==> src/common/ssw_regs.vh <==
// register offsets, field positions, reset values and frame layout
`ifndef SSW_REGS_VH
`define SSW_REGS_VH

// wishbone register byte offsets
`define SSW_WB_STATUS 8'h00
`define SSW_WB_IRQ_STAT 8'h04
`define SSW_WB_IRQ_CLR 8'h08
`define SSW_WB_IRQ_EN 8'h0C
`define SSW_WB_CHAN_ON 8'h10
`define SSW_WB_CFG 8'h14

// status register fields
`define SSW_ST_MODE_LSB 0
`define SSW_ST_TER_BIT 2
`define SSW_ST_LIMP_PIN_BIT 3
`define SSW_ST_CHAN_LSB 8

// cfg register fields (wishbone view)
`define SSW_CFG_MASK_LSB 0
`define SSW_CFG_SEL_LSB 8

// interrupt event bits
`define SSW_EV_LIMP_IN 0
`define SSW_EV_LIMP_OUT 1
`define SSW_EV_FRAME 2
`define SSW_EV_IGNORED 3
`define SSW_EV_STANDBY 4
`define SSW_EV_W 5

// serial frame layout, msb first
`define SSW_FRAME_BITS 16
`define SSW_FR_WRITE_BIT 15
`define SSW_FR_ADDR_MSB 14
`define SSW_FR_ADDR_LSB 8
`define SSW_FR_TER_BIT 15

// serial register indices
`define SSW_SR_ON 7'h00
`define SSW_SR_MASK 7'h01
`define SSW_SR_SEL 7'h02

// serial register reset values
`define SSW_ON_RST 8'h00
`define SSW_MASK_RST 8'h00
`define SSW_SEL_RST 2'h0

`endif

==> src/rtl/ssw_top.v <==
// mode control and channel routing of the eight-channel low-side switch
`timescale 1ns/10ps
`default_nettype none
`include "ssw_regs.vh"
module ssw_top (
  input wire clk_i,
  input wire nrst_i,
  input wire limp_home_input_i,
  input wire reset_pin_n_i,
  input wire ctrl_pin_1_i,
  input wire ctrl_pin_2_i,
  input wire ctrl_pin_3_i,
  input wire ctrl_pin_4_i,
  input wire sclk_i,
  input wire cs_n_i,
  input wire sdi_i,
  output reg sdo_o,
  output reg [7:0] chan_o,
  output reg irq_o,
  input wire wb_cyc_i,
  input wire wb_stb_i,
  input wire wb_we_i,
  input wire [7:0] wb_adr_i,
  input wire [3:0] wb_sel_i,
  input wire [31:0] wb_dat_i,
  output reg [31:0] wb_dat_o,
  output reg wb_ack_o
);
  localparam ST_STANDBY = 2'd0;
  localparam ST_RUN = 2'd1;
  localparam ST_LIMP = 2'd2;

  // pin synchroniser: {cs_n, sclk, sdi, pins 4..1, reset_pin_n, limp}
  wire [8:0] pin_raw;
  wire [8:0] pin_s;
  wire limp_s;
  wire rstpin_n_s;
  wire [3:0] ctrl_s;
  wire sclk_s;
  wire cs_n_s;
  wire sdi_s;

  assign pin_raw = {cs_n_i, sclk_i, sdi_i, ctrl_pin_4_i, ctrl_pin_3_i,
                    ctrl_pin_2_i, ctrl_pin_1_i, reset_pin_n_i,
                    limp_home_input_i};

  // reset values match the idle pin levels (select high, reset pin
  // released) so no false standby entry or frame edge follows reset
  ssw_sync #(
    .W(9),
    .RST_VAL(9'h102)
  ) u_sync (
    .clk_i(clk_i),
    .nrst_i(nrst_i),
    .d_i(pin_raw),
    .q_o(pin_s)
  );

  assign limp_s = pin_s[0];
  assign rstpin_n_s = pin_s[1];
  assign ctrl_s = pin_s[5:2];
  assign sdi_s = pin_s[6];
  assign sclk_s = pin_s[7];
  assign cs_n_s = pin_s[8];

  // mode state
  reg [1:0] st_q;
  reg [1:0] st_d;

  always @* begin
    if (limp_s)
      st_d = ST_LIMP;
    else if (!rstpin_n_s)
      st_d = ST_STANDBY;
    else
      st_d = ST_RUN;
  end

  always @(posedge clk_i) begin
    if (!nrst_i)
      st_q <= ST_RUN;
    else
      st_q <= st_d;
  end

  wire in_run;
  wire in_limp;
  wire limp_exit;

  assign in_run = (st_q == ST_RUN);
  assign in_limp = (st_q == ST_LIMP);
  assign limp_exit = in_limp && (st_d != ST_LIMP);

  // serial engine only runs in normal operation
  wire spi_start;
  wire spi_done;
  wire [15:0] spi_rx;
  wire spi_sdo;
  reg [15:0] tx_word;

  ssw_spi u_spi (
    .clk_i(clk_i),
    .nrst_i(nrst_i),
    .en_i(in_run),
    .sclk_i(sclk_s),
    .cs_n_i(cs_n_s),
    .sdi_i(sdi_s),
    .tx_i(tx_word),
    .sdo_o(spi_sdo),
    .start_o(spi_start),
    .done_o(spi_done),
    .rx_o(spi_rx)
  );

  // serial registers
  reg [7:0] on_q;
  reg [7:0] mask_q;
  reg [1:0] sel_q;
  reg [6:0] rd_adr_q;
  reg ter_q;
  wire regs_clr;
  wire spi_wr;
  wire [6:0] spi_adr;

  // anything but normal operation holds the registers at default
  assign regs_clr = !nrst_i || !in_run;
  assign spi_wr = spi_done && spi_rx[`SSW_FR_WRITE_BIT];
  assign spi_adr = spi_rx[`SSW_FR_ADDR_MSB:`SSW_FR_ADDR_LSB];

  always @(posedge clk_i) begin
    if (regs_clr) begin
      on_q <= `SSW_ON_RST;
      mask_q <= `SSW_MASK_RST;
      sel_q <= `SSW_SEL_RST;
      rd_adr_q <= `SSW_SR_ON;
    end else if (spi_done) begin
      rd_adr_q <= spi_adr;
      if (spi_wr && spi_adr == `SSW_SR_ON)
        on_q <= spi_rx[7:0];
      if (spi_wr && spi_adr == `SSW_SR_MASK)
        mask_q <= spi_rx[7:0];
      if (spi_wr && spi_adr == `SSW_SR_SEL)
        sel_q <= spi_rx[1:0];
    end
  end

  // error flag: survives the register clear, reported once
  always @(posedge clk_i) begin
    if (!nrst_i)
      ter_q <= 1'b0;
    else if (limp_exit)
      ter_q <= 1'b1;
    else if (spi_start)
      ter_q <= 1'b0;
  end

  reg [7:0] rd_data;

  always @* begin
    case (rd_adr_q)
      `SSW_SR_ON: rd_data = on_q;
      `SSW_SR_MASK: rd_data = mask_q;
      `SSW_SR_SEL: rd_data = {6'h00, sel_q};
      default: rd_data = 8'h00;
    endcase
    tx_word = {ter_q, 4'h0, rd_adr_q[2:0], rd_data};
  end

  // channel routing
  reg [7:0] chan_d;
  wire [7:0] run_chan;
  wire sel_pin;
  genvar g;

  assign sel_pin = ctrl_s[sel_q];

  // masked channels follow the selected pin, the rest their on bit
  generate
    for (g = 0; g < 8; g = g + 1) begin : g_chan
      assign run_chan[g] = mask_q[g] ? sel_pin : on_q[g];
    end
  endgenerate

  always @* begin
    chan_d = 8'h00;
    case (st_q)
      ST_LIMP: chan_d = {4'h0, ctrl_s};
      ST_RUN: chan_d = run_chan;
      default: chan_d = 8'h00;
    endcase
  end

  // registered outputs keep every mode change glitch-free
  always @(posedge clk_i) begin
    if (!nrst_i) begin
      chan_o <= 8'h00;
      sdo_o <= 1'b0;
    end else begin
      chan_o <= chan_d;
      sdo_o <= spi_sdo;
    end
  end

  // a frame started while in limp is counted as ignored
  reg cs_n_prev_q;

  always @(posedge clk_i) begin
    if (!nrst_i)
      cs_n_prev_q <= 1'b1;
    else
      cs_n_prev_q <= cs_n_s;
  end

  // interrupt status, enable, clear
  reg [`SSW_EV_W-1:0] ev;
  reg [`SSW_EV_W-1:0] irq_stat_q;
  reg [`SSW_EV_W-1:0] irq_en_q;
  wire wb_req;
  wire wb_wr;
  wire [`SSW_EV_W-1:0] clr_mask;

  always @* begin
    ev = {`SSW_EV_W{1'b0}};
    ev[`SSW_EV_LIMP_IN] = !in_limp && (st_d == ST_LIMP);
    ev[`SSW_EV_LIMP_OUT] = limp_exit;
    ev[`SSW_EV_FRAME] = spi_done;
    ev[`SSW_EV_IGNORED] = in_limp && cs_n_prev_q && !cs_n_s;
    ev[`SSW_EV_STANDBY] = (st_q != ST_STANDBY) && (st_d == ST_STANDBY);
  end

  assign wb_req = wb_cyc_i && wb_stb_i;
  // writes land on the edge where the master sees ack
  assign wb_wr = wb_req && wb_we_i && wb_ack_o && wb_sel_i[0];
  assign clr_mask = (wb_wr && wb_adr_i == `SSW_WB_IRQ_CLR) ?
                    wb_dat_i[`SSW_EV_W-1:0] : {`SSW_EV_W{1'b0}};

  always @(posedge clk_i) begin
    if (!nrst_i) begin
      irq_stat_q <= {`SSW_EV_W{1'b0}};
      irq_en_q <= {`SSW_EV_W{1'b0}};
      irq_o <= 1'b0;
    end else begin
      // a new event beats a clear in the same cycle
      irq_stat_q <= (irq_stat_q & ~clr_mask) | ev;
      if (wb_wr && wb_adr_i == `SSW_WB_IRQ_EN)
        irq_en_q <= wb_dat_i[`SSW_EV_W-1:0];
      irq_o <= |(irq_stat_q & irq_en_q);
    end
  end

  // wishbone slave: ack one cycle after the request, dropped after one
  reg [31:0] rd_word;

  always @* begin
    rd_word = 32'h00000000;
    case (wb_adr_i)
      `SSW_WB_STATUS: begin
        rd_word[`SSW_ST_MODE_LSB+1:`SSW_ST_MODE_LSB] = st_q;
        rd_word[`SSW_ST_TER_BIT] = ter_q;
        rd_word[`SSW_ST_LIMP_PIN_BIT] = limp_s;
        rd_word[`SSW_ST_CHAN_LSB+7:`SSW_ST_CHAN_LSB] = chan_o;
      end
      `SSW_WB_IRQ_STAT: rd_word[`SSW_EV_W-1:0] = irq_stat_q;
      `SSW_WB_IRQ_EN: rd_word[`SSW_EV_W-1:0] = irq_en_q;
      `SSW_WB_CHAN_ON: rd_word[7:0] = on_q;
      `SSW_WB_CFG: begin
        rd_word[`SSW_CFG_MASK_LSB+7:`SSW_CFG_MASK_LSB] = mask_q;
        rd_word[`SSW_CFG_SEL_LSB+1:`SSW_CFG_SEL_LSB] = sel_q;
      end
      default: rd_word = 32'h00000000;
    endcase
  end

  always @(posedge clk_i) begin
    if (!nrst_i) begin
      wb_ack_o <= 1'b0;
      wb_dat_o <= 32'h00000000;
    end else begin
      wb_ack_o <= wb_req && !wb_ack_o;
      if (wb_req && !wb_ack_o && !wb_we_i)
        wb_dat_o <= rd_word;
    end
  end
endmodule
`default_nettype wire

==> src/rtl/ssw_sync.v <==
// two flip-flop synchroniser for pin inputs
`timescale 1ns/10ps
`default_nettype none
module ssw_sync #(
  parameter W = 1,
  parameter [W-1:0] RST_VAL = {W{1'b0}}
) (
  input wire clk_i,
  input wire nrst_i,
  input wire [W-1:0] d_i,
  output reg [W-1:0] q_o
);
  reg [W-1:0] meta_q;

  always @(posedge clk_i) begin
    if (!nrst_i) begin
      meta_q <= RST_VAL;
      q_o <= RST_VAL;
    end else begin
      meta_q <= d_i;
      q_o <= meta_q;
    end
  end
endmodule
`default_nettype wire

==> src/rtl/ssw_spi.v <==
// serial frame engine, oversampling the link clock on clk_i
`timescale 1ns/10ps
`default_nettype none
`include "ssw_regs.vh"
module ssw_spi (
  input wire clk_i,
  input wire nrst_i,
  input wire en_i,
  input wire sclk_i,
  input wire cs_n_i,
  input wire sdi_i,
  input wire [15:0] tx_i,
  output reg sdo_o,
  output reg start_o,
  output reg done_o,
  output reg [15:0] rx_o
);
  reg sclk_q;
  reg cs_q;
  reg [15:0] sh_q;
  reg [4:0] cnt_q;

  // inputs arrive already synchronised; edges come from one more stage
  always @(posedge clk_i) begin
    if (!nrst_i || !en_i) begin
      sclk_q <= 1'b0;
      cs_q <= 1'b1;
      sh_q <= 16'h0000;
      cnt_q <= 5'h00;
      sdo_o <= 1'b0;
      start_o <= 1'b0;
      done_o <= 1'b0;
      rx_o <= 16'h0000;
    end else begin
      start_o <= 1'b0;
      done_o <= 1'b0;
      sclk_q <= sclk_i;
      cs_q <= cs_n_i;
      if (cs_q && !cs_n_i) begin
        sh_q <= tx_i;
        sdo_o <= tx_i[15];
        cnt_q <= 5'h00;
        start_o <= 1'b1;
      end else if (!cs_n_i) begin
        if (!sclk_q && sclk_i) begin
          sh_q <= {sh_q[14:0], sdi_i};
          if (cnt_q != `SSW_FRAME_BITS)
            cnt_q <= cnt_q + 5'h01;
        end
        if (sclk_q && !sclk_i)
          sdo_o <= sh_q[15];
      end else if (!cs_q && cs_n_i) begin
        // a frame shorter than 16 bits is dropped silently; a longer one keeps its last 16 bits
        if (cnt_q == `SSW_FRAME_BITS) begin
          rx_o <= sh_q;
          done_o <= 1'b1;
        end
      end
    end
  end
endmodule
`default_nettype wire

==> config.mk <==
export PLATFORM = sky130hd
export DESIGN_NAME = ssw_top
export DESIGN_NICKNAME = d
export VERILOG_FILES = /design/src/rtl/ssw_top.v /design/src/rtl/ssw_sync.v /design/src/rtl/ssw_spi.v
export VERILOG_INCLUDE_DIRS = /design/src /design/src/common
export SDC_FILE = /design/constraint.sdc
export NUM_CORES = 1
export LEC_CHECK = 0
export BUFFER_PORTS_ARGS = -buffer_cell sky130_fd_sc_hd__buf_2
export CORE_MARGIN = 2
export CORE_UTILIZATION = 46
export CTS_BUF_LIST = sky130_fd_sc_hd__clkbuf_4
export DETAILED_ROUTE_END_ITERATION = 6
export HOLD_SLACK_MARGIN = 0.12
export PLACE_DENSITY = 0.68
export SKIP_LAST_GASP = 1
export SYNTH_ARGS = -nofsm -noshare
export SYNTH_HDL_FRONTEND = slang
export SYNTH_HIERARCHICAL = 1
export SYNTH_SLANG_ARGS = --single-unit
==> constraint.sdc <==
create_clock -name clk_i -period 1.6 [get_ports clk_i]
set_input_delay 0.16 -clock clk_i [delete_from_list [all_inputs] [get_ports clk_i]]
set_output_delay 0.16 -clock clk_i [all_outputs]
set_load 0.02 [all_outputs]
* After elaboration in Yosys (flattened, before gate mapping)
Cells that the tools add are included.
** Operators by class
- Bitwise operators :: 7
- Eq/ne operators :: 16
- $lt $le $gt $ge :: 1
- Muxes and demuxes :: 30
- $add $sub $neg :: 1
- Reduce and logical (&&, ||, !) cells :: 50
** Operator list (number)
- two-way mux 16 bit :: 3
- one-hot mux 8 bit (3 select lines) :: 1
- logical AND 1 bit :: 21
- one-hot mux 4 bit (5 select lines) :: 1
- two-way mux 1 bit :: 17
- == test 8 x 4 -> 1 bit, second input constant :: 2
- == test 8 x 5 -> 1 bit, second input constant :: 2
- one-hot mux 8 bit (2 select lines) :: 1
- == test 7 x 1 -> 1 bit, second input constant :: 2
- == test 7 x 2 -> 1 bit, second input constant :: 2
- zero test 7 bit :: 2
- AND reduction 2 bit :: 6
- AND 5 bit :: 2
- zero test 1 bit :: 9
- == test 8 x 3 -> 1 bit, second input constant :: 1
- zero test 8 bit :: 1
- nonzero test 2 bit :: 4
- two-way mux 6 bit :: 1
- one-hot mux 3 bit (2 select lines) :: 1
- adder 5 x 1 -> 5 bit, second input constant :: 1
- == test 5 bit, second input constant :: 1
- two-way mux 5 bit :: 1
- inequality test 5 bit, second input constant :: 1
- inverter 5 bit :: 1
- 18 further kinds :: 21
** Storage, ports and cells
- Output and inout bits :: 43
- Register bits after elaboration :: 126
- Bits of input ports :: 58
- Word-level logic and storage cells :: 130

* Logic depth before layout (Yosys ltp)
- Word-level depth :: 9
- Mapped depth :: 7
- Mapped depth without buffers :: 6

* Modules after synthesis
Netlist, hierarchy kept.
** Modules (own cells, without submodules)
- ssw_top :: area each 3124.2 µm², instances 1, cells each 320, seq. area each 1321.3 µm²
- ssw_spi :: area each 1979.4 µm², instances 1, cells each 214, seq. area each 840.8 µm²
- ssw_sync :: area each 498.0 µm², instances 1, cells each 37, seq. area each 360.3 µm²

* Worst setup path after synthesis
OpenSTA, ideal clock, no wires.
- Path type :: register to register
- From :: reg u_spi.cnt_q[0]
- To :: reg u_spi.cnt_q[2]
- Clock period less this slack :: 1.454 ns
- Library setup time :: 0.080 ns
- Arrival time :: 1.375 ns
- Stages on the path, launching flop included :: 7
- Data required time :: 1.520 ns
- Path slack :: 0.146 ns
- Buffers on the path :: 1
- Path through :: dfxtp_1 inv_1 ha_1 nor4bb_1 buf_2 or3_1 a211oi_2
** Between the ends
- Word-level cells in the longest chain between the ends :: 2
- Elaborated cells on any way between the ends :: 3
- Those cells by class :: add/sub: 1; eq/ne: 1; reduce/logical: 1
** RTL lines
- start, declared :: line ssw_spi.v:21 : reg [4:0] cnt_q;
- start signal, assigned :: line ssw_spi.v:48 : cnt_q <= cnt_q + 5'h01;
- parallel branches: the longest is 2 deep, another holds adder 5 x 1 -> 5 bit
Parallel ways; which one is timed is not known.
A chain may end at the register's enable or synchronous reset.

* Worst setup path after layout
- From :: in wb_adr_i[0]
- To :: reg irq_en_q[0]
** Between the ends
- Word-level cells in the longest chain between the ends :: 2
** RTL lines
- start, declared :: line ssw_top.v:23 : input wire [7:0] wb_adr_i,
- == test 8 x 4 -> 1 bit
- logical AND 1 bit (no line)
- end signal, assigned :: line ssw_top.v:240 : irq_en_q <= {`SSW_EV_W{1'b0}};
- end signal, assigned :: line ssw_top.v:246 : irq_en_q <= wb_dat_i[`SSW_EV_W-1:0];
- end, declared :: line ssw_top.v:217 : reg [`SSW_EV_W-1:0] irq_en_q;
No other way between the ends.

==> reports/results.ini <==
[critical_path]
worstPathCellList=dlygate4sd3_1 -> buf_2 -> nor4bb_1 -> and4b_1 -> mux2i_1 -> nor2b_1
r2r_start=u_spi/rx_o[12]
crit_cells=6
crit_path_end=irq_en_q[0]
worstSetupPathType=input port to register
reg2reg_depth=6
r2r-end=on_q[6]
startpoint=wb_adr_i[0]
critical_path.slowest_cell=dlygate4sd3_1
path_buf_inv=2
required_ns=2.05
crit_fanout=5
crit_arrival_ns=2.01
path_delay_family=simple AND/OR/NAND/NOR gates
reg2reg_slack_ns=0.07
start_kind=input port
slowest_delay_ns=0.56
end_kind=register

[drt]
wl_met1_um=6020
dr.max_layer_used=met4
finalWirelength_um=13800
wl_per_cell_um=16.5
drt-initial-drc-count=324
route.detailed.drc=0
first_pass_iters=5
vias_per_cell=5.55
wl_met2_um=6820
wl_met3_um=764
vias=4626
final_antenna_net_count=0

[final_layout]
fillers=1030
n_antenna_cell=0
final_net_count=736
finalNonFillerCells=833
area_growth_pct=19.3
layout-drive-gt1-share_pct=22.0

[global_routing]
grt.overflow.total=0
antenna_found_initial=0
grt_pass1_wl_um=22000
track_usage_pct=21.6
grt_pass1_vias=4504
grt_max_degree=27

[timing]
clock_skew_ns=0.0228
worstMarginPinSlew_ns=0.575
setup_viol=0
setup_tns_ns=0
fin_hold_ws_ns=0.171
fmax_mhz=640
period_needed_ns=1.56
finalCritPeriodShare_pct=97.6
slew_headroom_pct=61.6
slew_violations=0
rsz0062_at_grt=true
hold_viol=0

[cts]
cts_root_buf=clkbuf_4
h-tree-depth=4
numCtsBuffers=17
clock-sinks=126
clk_pin_slew_ns=0.12
clk_latency_ns=0.55
cts_tree=built
clockBufferDepth=2

[synth]
synthArstFlopShare_pct=0
synth_edf_count=0
avgSynthCellArea_um2=9.81
ys_types=53
synth_most_common_cell=dfxtp_1
synth_area_um2=5600
synthCells=571
synth_warnings=6
synth_seq_cells=126
synth_flop_cell=dfxtp_1
ys_top_cells_by_count=dfxtp_1 (126), mux2i_1 (69), nor2_1 (42)
netlist.area_leader.share_pct=45.0
synth_area_leaders=dfxtp_1 (45%), mux2i_1 (12%), a21oi_1 (3.2%), nand3_1 (2.9%), o21ai_0 (2.9%)
yosysTopAreaCell=dfxtp_1
synth-seq-area-share_pct=45.0

[place]
place.gp.congestion=0.860
dp_cells=773
port_buffers=54
dp_hpwl_um=9590

[power]
p_seq_share_pct=56.3
power_frac_clock_pct=35.6
max-vdd-ir-drop_mv=0.695
switching_power_uw=1560
internal-power_uw=4190
p_leak_uw=0.00267
power_frac_comb_pct=8.1
p_per_area_nw_per_um2=860
p_sw_share_pct=27.2

[min_path]
hp-class=input port to register
hp-start=wb_adr_i[4]

[run_status]
status=finished, final reports clean

[die]
die_y_um=114
fp.dieW_um=114
start_util_pct=46.8
io_pins=101
die-area_um2=13100
core_um2=12000
fp-row-count=40

[flow_run]
cap_violations=0

## power groups by stage
stage / combinational, uW / sequential, uW / clock, uW
2_1_floorplan: 291 / 3300 / 0
3_3_place_gp: 392 / 3300 / 0
3_5_place_dp: 404 / 3310 / 0
4_1_cts: 456 / 3230 / 2100
5_1_grt: 503 / 3240 / 2240
6_report: 463 / 3230 / 2050
## state kept, by name, summed over array words and instances, names as in the netlist, 2 cells and up
register and flops:
chan_o 8, irq_en_q 5, irq_stat_q 5, mask_q 8, on_q 8, rd_adr_q 7
sel_q 2, st_q 2, u_spi/cnt_q 5, u_spi/rx_o 16, u_spi/sh_q 16, u_sync/meta_q 9
u_sync/q_o 9, wb_dat_o 16
## what timing repair did
item                                    in CTS  in global routing
endpoints found under the setup margin       9                 40
hold buffers                                27                  0
resized for setup                            2                  7
hold endpoints to repair                    37                  0
pin swaps                                    0                  3
buffers inserted                             0                  1
## cell type report
cell class	count	area (um^2)	area share (%)
repair buffers	116	856	12.8
inverters	6	22.5	0.337
clock inverters	15	138	2.06
well taps	147	184	2.75
clock buffers	17	128	1.91
multi-input cells	406	2830	42.3
flip-flops and latches	126	2530	37.8
## worst min-delay path by stage
| stage | slack [ns] | cells past startpoint | end |
|---|---|---|---|
| after global routing | 0.16 | 5 | wb_dat_o[4] |
| after floorplan | 0.26 | 1 | u_sync/meta_q[1] |
| final | 0.17 | 5 | wb_dat_o[4] |
| after CTS | 0.12 | 5 | wb_dat_o[1] |
| after global placement | 0.34 | 2 | u_sync/meta_q[1] |
| after detailed placement | 0.34 | 2 | u_sync/meta_q[8] |
## logic make-up (layout without fill, tap and decap cells)
| kind of cell | Yosys count | in the layout | synth area share (%) |
|---|---|---|---|
| fa+ha+maj | 5 | 5 | 1.12 |
| buf+inv | 58 | 154 | 6.34 |
| mux | 74 | 74 | 14.6 |
| simple gates | 195 | 195 | 20.5 |
| flops | 126 | 126 | 45.0 |
| compound gates | 112 | 112 | 12.3 |
| other cells | 1 | 20 | 0.0669 |
## cell usage in the layout (no fill, tap or decap), types with 3 or more instances in the layout
master / synthesis / layout
dfxtp_1: 126 / 124
mux2i_1: 69 / 68
buf_2: 10 / 54
nor2_1: 42 / 42
a21oi_1: 36 / 36
nand3_1: 33 / 33
o21ai_0: 33 / 33
buf_4: 16 / 31
dlygate4sd3_1: 0 / 26
nand2b_1: 23 / 22
conb_1: 1 / 20
clkbuf_4: 0 / 17
nor2b_1: 15 / 15
o311ai_0: 15 / 15
nand2_1: 13 / 13
and2_2: 12 / 12
a31oi_1: 10 / 10
nand4_1: 8 / 8
inv_1: 6 / 6
a32oi_1: 6 / 6
and2_1: 6 / 6
nor3_1: 5 / 5
clkinv_4: 0 / 5
nor3b_1: 4 / 4
or3_1: 4 / 4
mux4_1: 4 / 4
ha_1: 5 / 4
inv_6: 0 / 4
buf_12: 1 / 4
or2b_1: 4 / 4
and3_1: 3 / 3
nand3b_1: 3 / 3
nand4bb_1: 3 / 3
and2b_1: 3 / 3
a22oi_1: 3 / 3
o21ai_1: 3 / 3
## routing by layer
metal  vias to the layer above  global-route usage, %
met1                      2223                   27.9
met5                         -                      0
met4                         0                   7.56
met2                       153                   35.0
li1                       2232                      -
met3                        18                   5.88
## through the flow
| stage | cell area [um^2] | power [uW] | worst slack (ns) | util [%] |
|---|---|---|---|---|
| after floorplan | 5670 | 3590 | 0.146 | - |
| after global placement | 6110 | 3690 | 0.0520 | 51.0 |
| after detailed placement | 6110 | 3710 | -0.00659 | 51.0 |
| after CTS | 6650 | 5790 | 0.0173 | 55.6 |
| after global routing | 6680 | 5990 | -0.0302 | 55.8 |
| final | 6680 | 5750 | 0.0380 | 55.8 |
## worst reg2reg max path, stage by stage, from the launching register on
cell and delay (ns):
dfxtp_4 0.37, nor4b_4 0.27, buf_4 0.15, and4bb_2 0.25, buf_12 0.14, mux2i_1 0.20
nor2_1 0.06
No activity file was read; power rests on OpenSTA's default activity.
